`config.mk`:
```
export PLATFORM = sky130hd
export DESIGN_NAME = wwdt_top
export DESIGN_NICKNAME = d
export VERILOG_FILES = /design/src/hw/wwdt_pkg.sv /design/src/hw/wwdt_fall_det.sv /design/src/hw/wwdt_top.sv
export SDC_FILE = /design/constraint.sdc
export NUM_CORES = 1
export LEC_CHECK = 0
export BUFFER_PORTS_ARGS = -buffer_cell sky130_fd_sc_hd__buf_2
export CORE_MARGIN = 3
export CORE_UTILIZATION = 44
export DETAILED_ROUTE_END_ITERATION = 12
export MAX_ROUTING_LAYER = met4
export PLACE_DENSITY = 0.66
export SETUP_SLACK_MARGIN = 0.4
export SLEW_MARGIN = 40
export SYNTH_ARGS = -nofsm -noshare
export SYNTH_HDL_FRONTEND = slang
export SYNTH_SLANG_ARGS = --single-unit
```
`constraint.sdc`:
```
create_clock -name core_clk_i -period 5.07 [get_ports core_clk_i]
set_clock_uncertainty 0.15 [all_clocks]
set_input_delay 0 -clock core_clk_i [delete_from_list [all_inputs] [get_ports core_clk_i]]
set_output_delay 0 -clock core_clk_i [all_outputs]
set_load 0.02 [all_outputs]
```
`src/hw/wwdt_pkg.sv`:
```
/*
  Constants, types and timing counts of the window watchdog.
  Assumes a 20 MHz core clock and an oscillator tick from the analog timing cell.
*/
`default_nettype none

package wwdt_pkg;

  localparam int WWDT_CLK_PERIOD_NS = 50;
  localparam int WWDT_TRIG_MIN_NS = 200;
  localparam int WWDT_TRIG_MIN_CYC =
    (WWDT_TRIG_MIN_NS + WWDT_CLK_PERIOD_NS - 1) / WWDT_CLK_PERIOD_NS;
  localparam int WWDT_NRES_US = 4000;
  localparam int WWDT_NRES_CYC = WWDT_NRES_US * 1000 / WWDT_CLK_PERIOD_NS;

  localparam int WWDT_LEAD_OSC = 7895;
  localparam int WWDT_CLOSED_OSC = 1053;
  localparam int WWDT_OPEN_OSC = 1105;

  // Documented resistor and trigger-period span, kept for reference by software models
  localparam int WWDT_RES_MIN_KOHM = 34;
  localparam int WWDT_RES_MAX_KOHM = 120;
  localparam int WWDT_PERIOD_MIN_MS = 20;
  localparam int WWDT_PERIOD_MAX_MS = 64;

  // Fallback oscillator divider, about 19.6 us at 20 MHz
  localparam int WWDT_FB_DIV = 392;
  localparam int WWDT_FB_W = 9;
  localparam int WWDT_CNT_W = 17;

  typedef enum logic [2:0] {
    WWDT_PWRUP,
    WWDT_LEAD,
    WWDT_CLOSED,
    WWDT_OPEN,
    WWDT_RESET,
    WWDT_STOP
  } wwdt_state_t;

  typedef struct packed {
    logic low_power;
    logic uv_reset;
    logic res_fault;
  } wwdt_ctl_t;

endpackage

`default_nettype wire

```
`src/hw/wwdt_fall_det.sv`:
```
/*
  Two-flop synchroniser with a falling-edge detector that demands a minimum low time.
  Assumes an asynchronous input and one core clock.
*/
`default_nettype none

module wwdt_fall_det #(
  parameter int MIN_LOW = 1
) (
  // Clock and reset
  input wire logic core_clk_i,
  input wire logic rst_i,
  input wire logic ce_i,
  // Line
  input wire logic sig_i,
  output logic fall_o
);

  logic meta_ff;
  logic sync_ff;
  logic armed_ff;
  logic [7:0] low_cnt_ff;

  always_ff @(posedge core_clk_i or posedge rst_i) begin
    if (rst_i) begin
      meta_ff <= 1'b1;
      sync_ff <= 1'b1;
    end else if (ce_i) begin
      meta_ff <= sig_i;
      sync_ff <= meta_ff;
    end
  end

  // Synchroniser flops reset high, so a line already low at reset still arms and is taken as an edge
  always_ff @(posedge core_clk_i or posedge rst_i) begin
    if (rst_i) begin
      armed_ff <= 1'b0;
      low_cnt_ff <= 8'h00;
    end else if (ce_i) begin
      if (sync_ff) begin
        armed_ff <= 1'b1;
        low_cnt_ff <= 8'h00;
      end else if (low_cnt_ff != 8'(MIN_LOW)) begin
        low_cnt_ff <= low_cnt_ff + 8'h01;
      end
    end
  end

  assign fall_o = ce_i & armed_ff & ~sync_ff & (low_cnt_ff == 8'(MIN_LOW - 1));

endmodule // wwdt_fall_det

`default_nettype wire

```
`src/hw/wwdt_top.sv`:
```
/*
  Window watchdog: lead time, closed and open windows, reset pulse to the host.
  Assumes osc_tick_i is a one-cycle pulse per oscillator period, synchronous to core_clk_i.
*/
`default_nettype none

module wwdt_top
  import wwdt_pkg::*;
#(
  parameter int RST_CYC = WWDT_NRES_CYC
) (
  // Clock and reset
  input wire logic core_clk_i,
  input wire logic rst_i,
  input wire logic ce_i,
  // Timing and chip control
  input wire logic osc_tick_i,
  input wire wwdt_ctl_t ctl_i,
  input wire logic rx_data_i,
  // Host trigger
  input wire logic wd_trigger_n,
  // Reset pin, open drain
  input wire logic nres_pin_i,
  output logic nres_o,
  output logic nres_oe_o,
  // Status
  output logic failsafe_o,
  output wwdt_state_t phase_o
);

  wwdt_state_t state_ff;
  wwdt_state_t nxt_state;
  logic [WWDT_CNT_W-1:0] cnt_ff;
  logic [WWDT_CNT_W-1:0] nxt_cnt;
  logic [WWDT_FB_W-1:0] fb_div_ff;
  logic [1:0] fb_trig_ff;
  logic nres_oe_ff;
  logic fb_tick;
  logic tick;
  logic trig;
  logic rx_fall;
  logic fb_kill;
  logic cnt_last;

  wwdt_fall_det #(
    .MIN_LOW(WWDT_TRIG_MIN_CYC)
  ) u_trig (
    .core_clk_i(core_clk_i),
    .rst_i(rst_i),
    .ce_i(ce_i),
    .sig_i(wd_trigger_n),
    .fall_o(trig)
  );

  wwdt_fall_det #(
    .MIN_LOW(1)
  ) u_wake (
    .core_clk_i(core_clk_i),
    .rst_i(rst_i),
    .ce_i(ce_i),
    .sig_i(rx_data_i),
    .fall_o(rx_fall)
  );

  // Fallback timebase only matters when the resistor is missing or shorted
  always_ff @(posedge core_clk_i or posedge rst_i) begin
    if (rst_i) begin
      fb_div_ff <= 9'h000;
    end else if (ce_i) begin
      if (fb_div_ff == WWDT_FB_W'(WWDT_FB_DIV - 1)) begin
        fb_div_ff <= 9'h000;
      end else begin
        fb_div_ff <= fb_div_ff + 9'h001;
      end
    end
  end

  assign fb_tick = (fb_div_ff == WWDT_FB_W'(WWDT_FB_DIV - 1));
  assign tick = ctl_i.res_fault ? fb_tick : osc_tick_i;

  // Without a trusted timebase the window check is meaningless, so force a reset at trigger two
  always_ff @(posedge core_clk_i or posedge rst_i) begin
    if (rst_i) begin
      fb_trig_ff <= 2'h0;
    end else if (ce_i) begin
      if (!ctl_i.res_fault || state_ff == WWDT_RESET) begin
        fb_trig_ff <= 2'h0;
      end else if (trig && fb_trig_ff != 2'h2) begin
        fb_trig_ff <= fb_trig_ff + 2'h1;
      end
    end
  end

  assign fb_kill = ctl_i.res_fault & trig & (fb_trig_ff == 2'h1);

  always_comb begin
    case (state_ff)
      WWDT_PWRUP: cnt_last = (cnt_ff == WWDT_CNT_W'(RST_CYC - 1));
      WWDT_RESET: cnt_last = (cnt_ff == WWDT_CNT_W'(RST_CYC - 1));
      WWDT_LEAD: cnt_last = tick & (cnt_ff == WWDT_CNT_W'(WWDT_LEAD_OSC - 1));
      WWDT_CLOSED: cnt_last = tick & (cnt_ff == WWDT_CNT_W'(WWDT_CLOSED_OSC - 1));
      WWDT_OPEN: cnt_last = tick & (cnt_ff == WWDT_CNT_W'(WWDT_OPEN_OSC - 1));
      default: cnt_last = 1'b0;
    endcase
  end

  always_comb begin
    nxt_state = state_ff;
    nxt_cnt = cnt_ff;
    case (state_ff)
      WWDT_PWRUP: begin
        nxt_cnt = cnt_ff + 17'h0_0001;
        if (cnt_last) begin
          nxt_state = WWDT_LEAD;
          nxt_cnt = 17'h0_0000;
        end
      end
      WWDT_LEAD: begin
        if (trig && !fb_kill) begin
          nxt_state = WWDT_CLOSED;
          nxt_cnt = 17'h0_0000;
        end else if (trig || cnt_last) begin
          nxt_state = WWDT_RESET;
          nxt_cnt = 17'h0_0000;
        end else if (tick) begin
          nxt_cnt = cnt_ff + 17'h0_0001;
        end
      end
      WWDT_CLOSED: begin
        if (trig) begin
          nxt_state = WWDT_RESET;
          nxt_cnt = 17'h0_0000;
        end else if (cnt_last) begin
          nxt_state = WWDT_OPEN;
          nxt_cnt = 17'h0_0000;
        end else if (tick) begin
          nxt_cnt = cnt_ff + 17'h0_0001;
        end
      end
      WWDT_OPEN: begin
        if (trig && !fb_kill) begin
          nxt_state = WWDT_CLOSED;
          nxt_cnt = 17'h0_0000;
        end else if (trig || cnt_last) begin
          nxt_state = WWDT_RESET;
          nxt_cnt = 17'h0_0000;
        end else if (tick) begin
          nxt_cnt = cnt_ff + 17'h0_0001;
        end
      end
      WWDT_RESET: begin
        nxt_cnt = cnt_ff + 17'h0_0001;
        if (cnt_last) begin
          nxt_state = WWDT_LEAD;
          nxt_cnt = 17'h0_0000;
        end
      end
      WWDT_STOP: begin
        if (rx_fall) begin
          nxt_state = WWDT_LEAD;
          nxt_cnt = 17'h0_0000;
        end
      end
      default: begin
        nxt_state = WWDT_PWRUP;
        nxt_cnt = 17'h0_0000;
      end
    endcase
    // Low power wins over any window event; wake edge is only looked at once stopped
    if (ctl_i.low_power && state_ff != WWDT_STOP && state_ff != WWDT_PWRUP) begin
      nxt_state = WWDT_STOP;
      nxt_cnt = 17'h0_0000;
    end
    if (ctl_i.uv_reset) begin
      nxt_state = WWDT_PWRUP;
      nxt_cnt = 17'h0_0000;
    end
  end

  always_ff @(posedge core_clk_i or posedge rst_i) begin
    if (rst_i) begin
      state_ff <= WWDT_PWRUP;
      cnt_ff <= 17'h0_0000;
    end else if (ce_i) begin
      state_ff <= nxt_state;
      cnt_ff <= nxt_cnt;
    end
  end

  always_ff @(posedge core_clk_i or posedge rst_i) begin
    if (rst_i) begin
      nres_oe_ff <= 1'b1;
    end else if (ce_i) begin
      nres_oe_ff <= (nxt_state == WWDT_PWRUP) || (nxt_state == WWDT_RESET);
    end
  end

  assign nres_o = 1'b0;
  assign nres_oe_o = nres_oe_ff;
  assign failsafe_o = ~nres_pin_i;
  assign phase_o = state_ff;

  property p_closed_trig;
    @(posedge core_clk_i) disable iff (rst_i)
    ce_i && state_ff == WWDT_CLOSED && trig && !ctl_i.low_power && !ctl_i.uv_reset
    |=> state_ff == WWDT_RESET && nres_oe_o;
  endproperty
  a_closed_trig: assert property (p_closed_trig) else $error("early trigger no reset");

  property p_open_trig;
    @(posedge core_clk_i) disable iff (rst_i)
    ce_i && state_ff == WWDT_OPEN && trig && !fb_kill && !ctl_i.low_power && !ctl_i.uv_reset
    |=> state_ff == WWDT_CLOSED && cnt_ff == 17'h0_0000 && !nres_oe_o;
  endproperty
  a_open_trig: assert property (p_open_trig) else $error("open trigger no restart");

  property p_lead_trig;
    @(posedge core_clk_i) disable iff (rst_i)
    ce_i && state_ff == WWDT_LEAD && trig && !fb_kill && !ctl_i.low_power && !ctl_i.uv_reset
    |=> state_ff == WWDT_CLOSED;
  endproperty
  a_lead_trig: assert property (p_lead_trig) else $error("lead trigger ignored");

  property p_lead_expire;
    @(posedge core_clk_i) disable iff (rst_i)
    ce_i && state_ff == WWDT_LEAD && tick && !trig && !ctl_i.low_power && !ctl_i.uv_reset
    && cnt_ff == 17'h0_1ED6
    |=> state_ff == WWDT_RESET && nres_oe_o;
  endproperty
  a_lead_expire: assert property (p_lead_expire) else $error("lead expiry no reset");

  property p_open_expire;
    @(posedge core_clk_i) disable iff (rst_i)
    ce_i && state_ff == WWDT_OPEN && tick && !trig && !ctl_i.low_power && !ctl_i.uv_reset
    && cnt_ff == 17'h0_0450
    |=> state_ff == WWDT_RESET;
  endproperty
  a_open_expire: assert property (p_open_expire) else $error("open expiry no reset");

  property p_closed_hold;
    @(posedge core_clk_i) disable iff (rst_i)
    ce_i && state_ff == WWDT_CLOSED && !(tick && cnt_ff == 17'h0_041C) && !trig
    && !ctl_i.low_power && !ctl_i.uv_reset
    |=> state_ff == WWDT_CLOSED && !nres_oe_o;
  endproperty
  a_closed_hold: assert property (p_closed_hold) else $error("closed window cut");

  property p_to_open;
    @(posedge core_clk_i) disable iff (rst_i)
    ce_i && state_ff == WWDT_CLOSED && tick && cnt_ff == 17'h0_041C && !trig
    && !ctl_i.low_power && !ctl_i.uv_reset
    |=> state_ff == WWDT_OPEN && cnt_ff == 17'h0_0000 && !nres_oe_o;
  endproperty
  a_to_open: assert property (p_to_open) else $error("closed window overran");

  property p_stop;
    @(posedge core_clk_i) disable iff (rst_i)
    ce_i && ctl_i.low_power && !ctl_i.uv_reset && state_ff != WWDT_PWRUP
    |=> state_ff == WWDT_STOP && !nres_oe_o;
  endproperty
  a_stop: assert property (p_stop) else $error("low power did not stop watchdog");

  property p_rst_end;
    @(posedge core_clk_i) disable iff (rst_i)
    ce_i && state_ff == WWDT_RESET && cnt_last && !ctl_i.low_power && !ctl_i.uv_reset
    |=> state_ff == WWDT_LEAD && cnt_ff == 17'h0_0000 && !nres_oe_o;
  endproperty
  a_rst_end: assert property (p_rst_end) else $error("reset pulse not followed by lead");

  property p_uv;
    @(posedge core_clk_i) disable iff (rst_i)
    ce_i && ctl_i.uv_reset |=> state_ff == WWDT_PWRUP && nres_oe_o;
  endproperty
  a_uv: assert property (p_uv) else $error("undervoltage did not restart");

  property p_nres_map;
    @(posedge core_clk_i) disable iff (rst_i)
    nres_oe_o == (state_ff == WWDT_PWRUP || state_ff == WWDT_RESET);
  endproperty
  a_nres_map: assert property (p_nres_map) else $error("reset pin off its phase");

  property p_open_hold;
    @(posedge core_clk_i) disable iff (rst_i)
    ce_i && state_ff == WWDT_OPEN && !(tick && cnt_ff == 17'h0_0450) && !trig
    && !ctl_i.low_power && !ctl_i.uv_reset
    |=> state_ff == WWDT_OPEN && !nres_oe_o;
  endproperty
  a_open_hold: assert property (p_open_hold) else $error("open window cut");

  property p_cnt_tick;
    @(posedge core_clk_i) disable iff (rst_i)
    ce_i && (state_ff == WWDT_LEAD || state_ff == WWDT_CLOSED || state_ff == WWDT_OPEN)
    && !tick && !trig && !ctl_i.low_power && !ctl_i.uv_reset
    |=> $stable(cnt_ff) && $stable(state_ff);
  endproperty
  a_cnt_tick: assert property (p_cnt_tick) else $error("window moved without tick");

  property p_pwrup_hold;
    @(posedge core_clk_i) disable iff (rst_i)
    ce_i && state_ff == WWDT_PWRUP && !cnt_last
    |=> state_ff == WWDT_PWRUP && nres_oe_o;
  endproperty
  a_pwrup_hold: assert property (p_pwrup_hold) else $error("power-up pulse short");

  property p_pwrup_end;
    @(posedge core_clk_i) disable iff (rst_i)
    ce_i && state_ff == WWDT_PWRUP && cnt_last && !ctl_i.uv_reset
    |=> state_ff == WWDT_LEAD && cnt_ff == 17'h0_0000 && !nres_oe_o;
  endproperty
  a_pwrup_end: assert property (p_pwrup_end) else $error("no lead after power-up");

  property p_rst_hold;
    @(posedge core_clk_i) disable iff (rst_i)
    ce_i && state_ff == WWDT_RESET && !cnt_last && !ctl_i.low_power && !ctl_i.uv_reset
    |=> state_ff == WWDT_RESET && nres_oe_o;
  endproperty
  a_rst_hold: assert property (p_rst_hold) else $error("reset pulse cut short");

  property p_stop_hold;
    @(posedge core_clk_i) disable iff (rst_i)
    ce_i && state_ff == WWDT_STOP && !rx_fall && !ctl_i.uv_reset
    |=> state_ff == WWDT_STOP && !nres_oe_o;
  endproperty
  a_stop_hold: assert property (p_stop_hold) else $error("stopped watchdog moved");

  property p_wake;
    @(posedge core_clk_i) disable iff (rst_i)
    ce_i && state_ff == WWDT_STOP && rx_fall && !ctl_i.uv_reset
    |=> state_ff == WWDT_LEAD && cnt_ff == 17'h0_0000;
  endproperty
  a_wake: assert property (p_wake) else $error("wake edge did not start lead");

  property p_fb_kill;
    @(posedge core_clk_i) disable iff (rst_i)
    ce_i && ctl_i.res_fault && trig && fb_trig_ff == 2'h1
    && (state_ff == WWDT_LEAD || state_ff == WWDT_OPEN)
    && !ctl_i.low_power && !ctl_i.uv_reset
    |=> state_ff == WWDT_RESET && nres_oe_o;
  endproperty
  a_fb_kill: assert property (p_fb_kill) else $error("fallback trigger no reset");

  property p_freeze;
    @(posedge core_clk_i) disable iff (rst_i)
    !ce_i |=> $stable(state_ff) && $stable(cnt_ff) && $stable(nres_oe_o);
  endproperty
  a_freeze: assert property (p_freeze) else $error("state moved with enable low");

endmodule // wwdt_top

`default_nettype wire

```
==> results of run 1 <==
-- tightest hold or removal path, delay by kind of cell --
family,cells,cell delay [ns]
buf+inv,3,0.24
-- sequential cells by signal (all words and copies together), names as in the netlist --
signal,cells
cnt_ff,17
fb_div_ff,9
u_trig.low_cnt_ff,8
u_wake.low_cnt_ff,8
phase_o,3
fb_trig_ff,2
nres_oe_o,1
u_trig.armed_ff,1
u_trig.meta_ff,1
u_trig.sync_ff,1
u_wake.armed_ff,1
u_wake.meta_ff,1
u_wake.sync_ff,1
-- how the worst max path moves through the flow --
stage                      start          to  slack, ns
floorplan           fb_div_ff[4]   nres_oe_o       2.43
CTS                 fb_div_ff[4]  phase_o[2]       2.07
global route           cnt_ff[0]  phase_o[2]       1.78
finish                 cnt_ff[0]  phase_o[2]       1.93
detailed placement  fb_div_ff[4]   cnt_ff[6]       2.13
global placement    fb_div_ff[4]   cnt_ff[6]       2.20
-- per-layer routing --
metal	vias to the layer above	track usage	part of all wire
met5	-	-	0
met4	0	0.0446	0.0069
met3	5	0.0244	0.032
met2	59	0.279	0.48
met1	1311	0.259	0.48
li1	1335	-	-
-- cells by family (layout without fill, tap and decap cells) --
logic type | after synthesis | in the layout | synth area share
simple gates | 154 | 154 | 0.249
compound gates | 84 | 84 | 0.181
flops | 54 | 54 | 0.411
buf+inv | 28 | 48 | 0.0466
xor+xnor | 19 | 19 | 0.0504
fa+ha+maj | 9 | 9 | 0.0341
mux | 8 | 8 | 0.0262
other cells | 1 | 1 | 0.00114
-- synth_stat cells, drive strengths merged, types with 2 or more instances --
library cell   n  area, µm²
a21oi         18       93.8
nor4b          2       17.5
nor2b          4       25.0
a22oi          2       15.0
nor2          35        131
clkbuf         7       26.3
or2b           3       26.3
o311ai         2       17.5
o31ai          5       37.5
nor3           7       35.0
and4bb         2       25.0
ha             9        113
a31oi          9       56.3
inv           16       60.1
o21a           2       15.0
o211ai         2       15.0
mux2           5       56.3
dfrtp         49       1230
and2           2       13.8
a21o           4       30.0
o21ai         21        105
or2            4       25.0
nand3         24        120
a211oi         3       27.5
buf            4       35.0
xor2          11       96.3
nand4         13       81.3
nand2         30        113
nor4           5       37.5
and4b          2       21.3
and3          11       70.1
mux2i          3       30.0
a2111oi        3       51.3
a41oi          2       17.5
a22o           2       17.5
xnor2          8       70.1
nand2b         3       18.8
dfstp          5        131
-- power breakdown --
part | switching [mW] | internal (mW) | leakage [nW]
logic | 0.158 | 0.114 | 0.748
clock network | 0.155 | 0.100 | 0.0483
registers | 0.0790 | 0.493 | 0.708
-- cell type report --
type                    count  area, µm²
clock buffers               5       68.8
clock inverters             3       26.3
fillers                   672       3420
inverters                  16       60.1
multi-input cells         275       1800
flip-flops and latches     54       1360
well taps                  96        120
repair buffers             24        168
-- per-stage QoR --
stage | area (µm²) | power (mW)
CTS | 3590 | 1.10
global placement | 3400 | 0.833
global route | 3600 | 1.17
detailed placement | 3400 | 0.840
finish | 3600 | 1.10
floorplan | 3300 | 0.771
==> results.tsv, run 1 <==
stage	metric	value	unit
sta	crit path time final	3.14	ns
layout	Layout Nets	395	
critical_path	Reg-to-Reg End	phase_o[2]	
global_routing	total grt overflow	0	
logic_synthesis	Synth Flop Type	dfrtp_1	
clock_network	clock root buffer	clkbuf_8	
route	Iter 0 DRT Violations	206	
floorplan	die width	92.6	µm
sta	Max Clk Rate	319	MHz
critical_path	R2R setup slack	1.93	ns
critical_path	Worst EP required	5.12	ns
route	router iterations before antenna repair	7	
layout	most frequent cells in the layout	dfrtp_1, nor2_1, nand2_1	
layout	Non-Filler Instances	473	
clock_network	TritonCTS clock tree	built	
min_path	Hold Path Depth	3	
floorplan	cell row count	30	
clock_network	clock sink count	54	
critical_path	Setup crit start kind	flop	
sta	slew margin rel.	0.476	
placed_design	worst slack, placed	2.13	ns
sta	Final Hold Viols	0	
critical_path	R2R cell count	8	
layout	antenna cells	0	
logic_synthesis	synthesized area	3300	µm²
layout	Syn-to-layout area delta	8.99	%
clock_network	Clock transition at path regs	0.11	ns
outcome	status	finished, final reports clean	
critical_path	Setup crit end kind	flop	
logic_synthesis	syn nets	376	
global_routing	GR Util All Layers	0.183	
sta	hold_ws	0.0926	ns
global_routing	largest net degree at the start of global routing	55	
placed_design	I/O Buffers	14	
route	post-route ant nets	0	
route	DR vias	2710	
min_path	Worst Hold Class	input pin to output port	
logic_synthesis	Post-synth EDFFs	0	
pwr	Peak VDD IR	0.000207	V
layout	most common cell after layout, fill and taps aside	dfrtp_1	
placed_design	dpl cells	456	
floorplan	Initial Util	0.470	
clock_network	total CTS buffers	5	
route	drt drc	0	
clock_network	# hold bufs at CTS	9	
floorplan	# IOs	16	
sta	fin crit share	0.619	
route	final WL	7270	µm
global_routing	number of global-route vias before repair	2547	
sta	RSZ-0062 raised after global routing	no	
sta	worst-margin pin slew	0.778	ns
logic_synthesis	Syn Area/Cell	9.24	µm²
run	max_cap viols	0	
critical_path	CP Class	flop to flop	
logic_synthesis	sequential fraction of the synthesis area	0.411	
sta	Setup-failing EPs final	0	
floorplan	core area	7020	µm²
logic_synthesis	Synth cell types	67	
min_path	min-delay src	nres_pin_i	
clock_network	postcts setup bufs	0	
sta	Post-Route Setup TNS	0	ns
critical_path	CP top delay family	compound AO/OA/AOI/OAI gates	
logic_synthesis	Synth warnings	0	
placed_design	routability cong.	0.901	
clock_network	clk_lat worst skew	0.31	ns
global_routing	initial antenna violation count	0	
placed_design	hpwl dp	5070	µm
route	DR WL/cell	15.4	µm
clock_network	post-CTS resize count	0	
clock_network	H-tree levels	2	
critical_path	critical path's largest stage delay	0.58	ns
layout	share of layout cells above drive strength 1	0.146	
clock_network	buffer levels on the longest clock path	2	
critical_path	CP max FO	7	
pwr	P_leak	1.50	nW
floorplan	die span in y	92.6	µm
critical_path	critical path depth	8	
layout	Final Core Density	0.512	
route	number of vias per cell	5.73	
floorplan	Die Area	8570	µm²
global_routing	first-pass GRT wire length	12400	µm
sta	setup slack after layout	1.93	ns
logic_synthesis	FFs w/ async S/R, synth	1.00	
sta	Final Max Tran Viols	0	
logic_synthesis	Mapped Cells	357	
critical_path	reg2reg start	cnt_ff[0]	
critical_path	worst-path cell chain	ha_1, nand3_1, or2_2, o21ai_1, a31oi_1, a21oi_1, o221ai_1, dlygate4sd3_1	
logic_synthesis	count of state elements after synthesis	54	
critical_path	buffers and inverters on the worst path	1	
min_path	Worst Hold End	failsafe_o	
critical_path	worst path arrival time	3.19	ns
pwr	cell area power density	306	nW/µm²
critical_path	critical path's slowest cell	dlygate4sd3_1	
Power figures use the tool's default switching activity.
==> run 2: changes to the inputs <==
ABC_AREA = 1   (was not set)
PLACE_DENSITY = 0.68   (was 0.66)
clock period = 2.65 ns   (was 5.07 ns; I/O delays follow)
==> run 2 against run 1 <==
  * Sequential cell count unchanged
  * Sequential power grew 100%
  * Worst setup slack got worse by 1.4 ns
  * Register-to-register slack lost 1.4 ns
  * Critical path depth down 1
  * Cell area increased by 26%
  * Via count rose by 49%
  * Total power is 150% higher
  * Critical endpoint is now cnt_ff[16]
  * Highest routed layer unchanged
==> results.tsv, run 2 <==
stage	metric	value	unit
global_routing	met1 Use GR	0.298	
pwr	Peak VDD IR	0.000455	V
global_routing	grt peak-use layer	met2	
layout	Final Core Density	0.515	
global_routing	total grt overflow	0	
global_routing	first-pass GRT wire length	17700	µm
run	max_cap viols	0	
logic_synthesis	synthesized area	3990	µm²
clock_network	buffer levels on the longest clock path	2	
layout	Biggest register	cnt_ff	
route	drt drc	0	
placed_design	hpwl dp	7360	µm
sta	Final Hold Viols	0	
floorplan	Die Area	10300	µm²
clock_network	TritonCTS clock tree	built	
route	DR vias	4036	
sta	setup slack after layout	0.491	ns
clock_network	clock sink count	54	
outcome	status	finished, final reports clean	
layout	Layout Nets	653	
logic_synthesis	most frequent cell after synthesis	nand2_1	
floorplan	# IOs	16	
sta	Final Max Tran Viols	0	
route	post-route ant nets	0	
logic_synthesis	area share of the largest cell type after synthesis	0.307	
layout	max reg flops	17	
logic_synthesis	syn nets	616	
floorplan	die width	101	µm
layout	Syn-to-layout area delta	13.0	%
route	router iterations before antenna repair	5	
global_routing	initial antenna violation count	0	
floorplan	Initial Util	0.456	
sta	crit path time final	2.16	ns
layout	most common cell after layout, fill and taps aside	nand2_1	
critical_path	critical path's largest stage delay	0.59	ns
global_routing	GR Util met2	0.324	
global_routing	largest net degree at the start of global routing	27	
floorplan	cell row count	34	
clock_network	H-tree levels	2	
layout	fillcell total	848	
sta	fin crit share	0.815	
route	Iter 0 DRT Violations	327	
logic_synthesis	Synth Flop Type	dfrtp_1	
critical_path	worst-path cell chain	buf_4, nor3_2, o21ai_1, o21ai_4, clkinvlp_4, buf_4, o21ai_1	
floorplan	core area	8760	µm²
logic_synthesis	Syn Area/Cell	6.69	µm²
pwr	Design Power	2.71	mW
critical_path	worst path arrival time	2.27	ns
placed_design	routability cong.	0.953	
logic_synthesis	Synth cell types	42	
logic_synthesis	sequential fraction of the synthesis area	0.340	
min_path	Worst Hold Class	input pin to output port	
critical_path	Setup crit start kind	flop	
clock_network	clock root buffer	clkbuf_8	
critical_path	Worst EP required	2.76	ns
layout	area of the multi-input gates	2230	µm²
layout	Regs by FF count	cnt_ff (17), fb_div_ff (9)	
global_routing	number of global-route vias before repair	3835	
placed_design	I/O Buffers	14	
global_routing	GR Util All Layers	0.219	
route	number of vias per cell	5.43	
layout	share of layout cells above drive strength 1	0.148	
sta	Post-Route Setup TNS	0	ns
floorplan	die span in y	101	µm
clock_network	clk_lat worst skew	0.33	ns
layout	most frequent cells in the layout	nand2_1, inv_1, nor2_1	
critical_path	CP Class	flop to flop	
logic_synthesis	Area contributors post-synth	dfrtp_1, nand2_1, inv_1	
logic_synthesis	count of state elements after synthesis	54	
logic_synthesis	Post-synth EDFFs	0	
logic_synthesis	Synth warnings	0	
placed_design	worst slack, placed	0.263	ns
logic_synthesis	FFs w/ async S/R, synth	1.00	
critical_path	critical path's slowest cell	dfrtp_4	
pwr	P_leak	2.17	nW
route	final WL	10300	µm
sta	RSZ-0062 raised after global routing	yes	
clock_network	total CTS buffers	5	
clock_network	Clock transition at path regs	0.11	ns
pwr	cell area power density	599	nW/µm²
global_routing	met3 usage	0.0365	
layout	sequential cell area	1360	µm²
sta	Setup-failing EPs final	0	
critical_path	CP max FO	12	
route	DR WL/cell	13.9	µm
critical_path	Setup crit end kind	flop	
logic_synthesis	cell type with the highest aggregate area in the netlist	dfrtp_1	
logic_synthesis	Synth top cells by count	nand2_1, inv_1, nor2_1, dfrtp_1, nand3_1	
sta	Max Clk Rate	463	MHz
layout	antenna cells	0	
logic_synthesis	Mapped Cells	597	
==> run 2: changes by cell type after synthesis, moves of 10 or more <==
cell | before | now
inv_1 | 16 | 74
o21ai_1 | 4 | 14
nand3_1 | 24 | 49
o21ai_0 | 17 | 29
nor2_1 | 35 | 55
and3_1 | 10 | 0
nand2_1 | 30 | 182
==> run 2: cells by family (layout without fill, tap and decap cells) <==
logic type,count (synthesis),count (layout),share of synthesized area
DFF,54,54,0.340
AOI/OAI and AO/OA,77,77,0.115
xor gates and xnor gates,9,9,0.0197
other,1,1,0.000939
buffers and inverters,101,139,0.110
and+or+nand+nor,346,346,0.386
adders and majority gates,9,9,0.0282
==> run 2: layer usage <==
metal	vias to the layer above	share of wire
met5	-	0
met4	0	0.025
met3	26	0.067
met2	163	0.45
met1	1862	0.46
li1	1985	-
==> run 2: stage by stage <==
step	hold slack [ns]	instances	area, µm²
finish	0.0913	743	4510
global route	0.114	743	4510
CTS	0.0934	730	4350
detailed placement	-0.246	711	4140
global placement	-0.250	711	4140
floorplan	-0.0734	597	3990
==> run 2: path summary, 6_finish.rpt <==
check                      cells after the start                   end  startpoint  slack, ns
min                                            3            failsafe_o  nres_pin_i       0.09
min in group asynchronous                      4  u_trig.low_cnt_ff[2]       rst_i       0.52
max in group asynchronous                      5        u_trig.sync_ff       rst_i       1.21
max reg2reg                                    7            cnt_ff[16]  phase_o[1]       0.49
max                                            7            cnt_ff[16]  phase_o[1]       0.49
min reg2reg                                    2             nres_oe_o   nres_oe_o       0.33
==> run 2: report_power, final <==
part	switching [mW]	internal, mW	leakage [nW]
Clock	0.315	0.195	0.0491
Combinational	0.649	0.390	1.44
Sequential	0.161	0.995	0.684
Total	1.12	1.58	2.17
==> run 2: area by class of cell <==
| cell class | count | area share |
|---|---|---|
| clock buffers | 5 | 0.0152 |
| clock inverters | 3 | 0.00582 |
| inverters | 84 | 0.0729 |
| multi-input cells | 442 | 0.495 |
| flip-flops and latches | 54 | 0.302 |
| well taps | 108 | 0.0299 |
| repair buffers | 47 | 0.0793 |
==> run 2: repair_timing <==
action                     in CTS  in global routing
gates resized for setup         2                 19
hold endpoints to repair       71                  0
setup endpoints to repair      18                 21
gates cloned                    0                  0
hold buffers                   11                  0
pin swaps                       0                  3
buffers inserted                0                 13
==> run 2: worst max-delay path, delay by kind of cell, from the launching register on <==
kind | cells | cell delay [ns]
DFF | 1 | 0.59
and+or+nand+nor | 1 | 0.22
buffers and inverters | 3 | 0.51
AOI/OAI and AO/OA | 3 | 0.62
==> run 3: changes to the inputs <==
clock period = 1.8 ns   (was 2.65 ns; I/O delays follow)
==> run 3 against run 2 <==
  * Cell area rose by 37%
  * Largest power group is now combinational logic
  * Global-route usage rose by 3.7 points
  * Largest cell class unchanged
  * Sequential cell count did not move
  * Critical path depth rose by 6
  * Critical path type unchanged
  * Combinational power rose to 2.9 times the previous value
  * Critical endpoint is now nres_oe_o
  * The flow now finishes with violations (negative setup slack)
  * Fmax fell by 0.71%
  * First-iteration DRC count rose by 34%
  * Cell count rose by 17%
==> results.tsv, run 3 (synthesized netlist as in run 2, its figures left out) <==
stage	metric	value	unit
route	Iter 0 DRT Violations	437	
floorplan	die span in y	101	µm
layout	share of layout cells above drive strength 1	0.421	
layout	Layout Nets	781	
global_routing	GR Util All Layers	0.256	
critical_path	critical path's largest stage delay	0.42	ns
global_routing	number of global-route vias before repair	4414	
layout	Biggest register	cnt_ff	
min_path	Worst Hold Class	input pin to flop	
critical_path	CP Class	flop to flop	
outcome	violated checks	negative setup slack	
clock_network	clk_lat worst skew	0.33	ns
global_routing	first-pass GRT wire length	20600	µm
pwr	cell area power density	888	nW/µm²
placed_design	hpwl dp	8330	µm
route	DR WL/cell	16.8	µm
clock_network	H-tree levels	2	
placed_design	I/O Buffers	14	
critical_path	worst-path cell chain	buf_6, nor2_2, nand2_1, nor2_2, nand3_1, nor2_2, nand3_2, buf_4, nand4_1, nand2_1, a21oi_2, nand2_1, nand2_1	
clock_network	Clock transition at path regs	0.12	ns
critical_path	reg2reg start	cnt_ff[0]	
floorplan	Initial Util	0.456	
sta	Setup-failing EPs final	28	
placed_design	routability cong.	0.962	
critical_path	Setup crit end kind	flop	
critical_path	Setup crit start kind	flop	
min_path	Worst Hold End	phase_o[0]	
sta	Final Max Tran Viols	0	
floorplan	cell row count	34	
pwr	Design Power	5.48	mW
layout	antenna cells	0	
global_routing	total grt overflow	0	
critical_path	critical path's slowest cell	dfrtp_1	
outcome	status	complete, but fails checks	
clock_network	clock sink count	54	
layout	most common cell after layout, fill and taps aside	nand2_1	
layout	Regs by FF count	cnt_ff (17), fb_div_ff (9)	
critical_path	worst path arrival time	2.29	ns
layout	max reg flops	17	
critical_path	Worst EP required	1.92	ns
sta	Final Hold Viols	0	
route	final WL	14600	µm
critical_path	R2R cell count	13	
route	post-route ant nets	0	
placed_design	worst slack, placed	-0.299	ns
sta	crit path time final	2.17	ns
placed_design	placed instance area	5030	µm²
clock_network	total CTS buffers	5	
layout	most frequent cells in the layout	nand2_1, buf_4, inv_1	
pwr	Peak VDD IR	0.000801	V
clock_network	TritonCTS clock tree	built	
critical_path	R2R setup slack	-0.37	ns
min_path	min-delay src	ce_i	
pwr	P_leak	3.01	nW
route	number of vias per cell	5.55	
global_routing	largest net degree at the start of global routing	55	
sta	RSZ-0062 raised after global routing	yes	
critical_path	most used cell, CP	nand2_1	
sta	fin crit share	1.21	
sta	setup slack after layout	-0.374	ns
floorplan	die width	101	µm
clock_network	buffer levels on the longest clock path	2	
route	DR vias	4835	
run	max_cap viols	0	
critical_path	CP max FO	6	
floorplan	Die Area	10300	µm²
route	drt drc	0	
layout	Finished Cell Area	6170	µm²
critical_path	Reg-to-Reg End	nres_oe_o	
clock_network	clock root buffer	clkbuf_8	
sta	Max Clk Rate	460	MHz
floorplan	core area	8760	µm²
route	router iterations before antenna repair	5	
global_routing	initial antenna violation count	0	
min_path	Hold Path Depth	5	
layout	Syn-to-layout area delta	54.5	%
floorplan	# IOs	16	
==> run 3: cell types whose count changed in the layout (fill, tap and decap cells not counted), moves of 11 or more <==
cell     previous run  this run
nand2_2             3        19
nand3_1            48        28
nand3_2             3        21
inv_1              72        59
o21ai_2             5        16
buf_4              21       116
nand2_1           181       163
nor2_1             51        40
buf_6               0        24
o21ai_0            28        12
==> run 3: power breakdown <==
part / internal (mW) / switching (mW)
clock: 0.294 / 0.498
sequential: 1.46 / 0.217
combinational: 1.37 / 1.63
==> run 3: layout make-up <==
type / count / area [µm²]
repair inverters: 1 / 6.26
clock inverters: 3 / 28.8
well taps: 108 / 135
inverters: 84 / 352
clock buffers: 5 / 68.8
repair buffers: 174 / 1520
multi-input cells: 442 / 2690
flip-flops and latches: 54 / 1360
fillers: 606 / 2600
==> run 3: metal layers <==
metal  up-vias  global-route usage  part of all wire
li1       2253                   -                 -
met1      2254               0.338              0.40
met2       257               0.421              0.48
met3        71              0.0310             0.082
met4         0              0.0603             0.041
met5         -                   -                 0
==> run 3: timing repair <==
action | in CTS | in global routing
buffers inserted | 31 | 14
pin swaps | 40 | 40
hold buffers | 9 | 0
gates cloned | 1 | 1
hold endpoints to repair | 65 | 0
setup endpoints to repair | 45 | 49
gates resized for setup | 85 | 75
==> run 3: through the flow <==
step           std cells   util  hold WS [ns]  TNS, ns
6_report             871  0.704        0.0677    -5.84
5_1_grt              871  0.704        0.0700    -9.47
4_1_cts              856  0.657       0.00195    -3.03
2_1_floorplan        597      -       -0.0842    -1.09
3_5_place_dp         807  0.574       -0.0478    -4.87
3_3_place_gp         807  0.574       -0.0473    -4.54
==> run 3: worst max path at each step <==
stage,from,endpoint,cells past startpoint
after floorplan,phase_o[2],cnt_ff[12],14
after global placement,phase_o[1],cnt_ff[4],12
after detailed placement,phase_o[1],cnt_ff[11],12
after CTS,cnt_ff[0],nres_oe_o,13
after global routing,cnt_ff[0],nres_oe_o,13
final,cnt_ff[0],nres_oe_o,13
==> run 3: critical path: cells and delay by family (launching register included) <==
kind,cells,cell delay (ns)
and+or+nand+nor,10,1.03
AOI/OAI and AO/OA,1,0.20
buffers and inverters,2,0.31
DFF,1,0.42
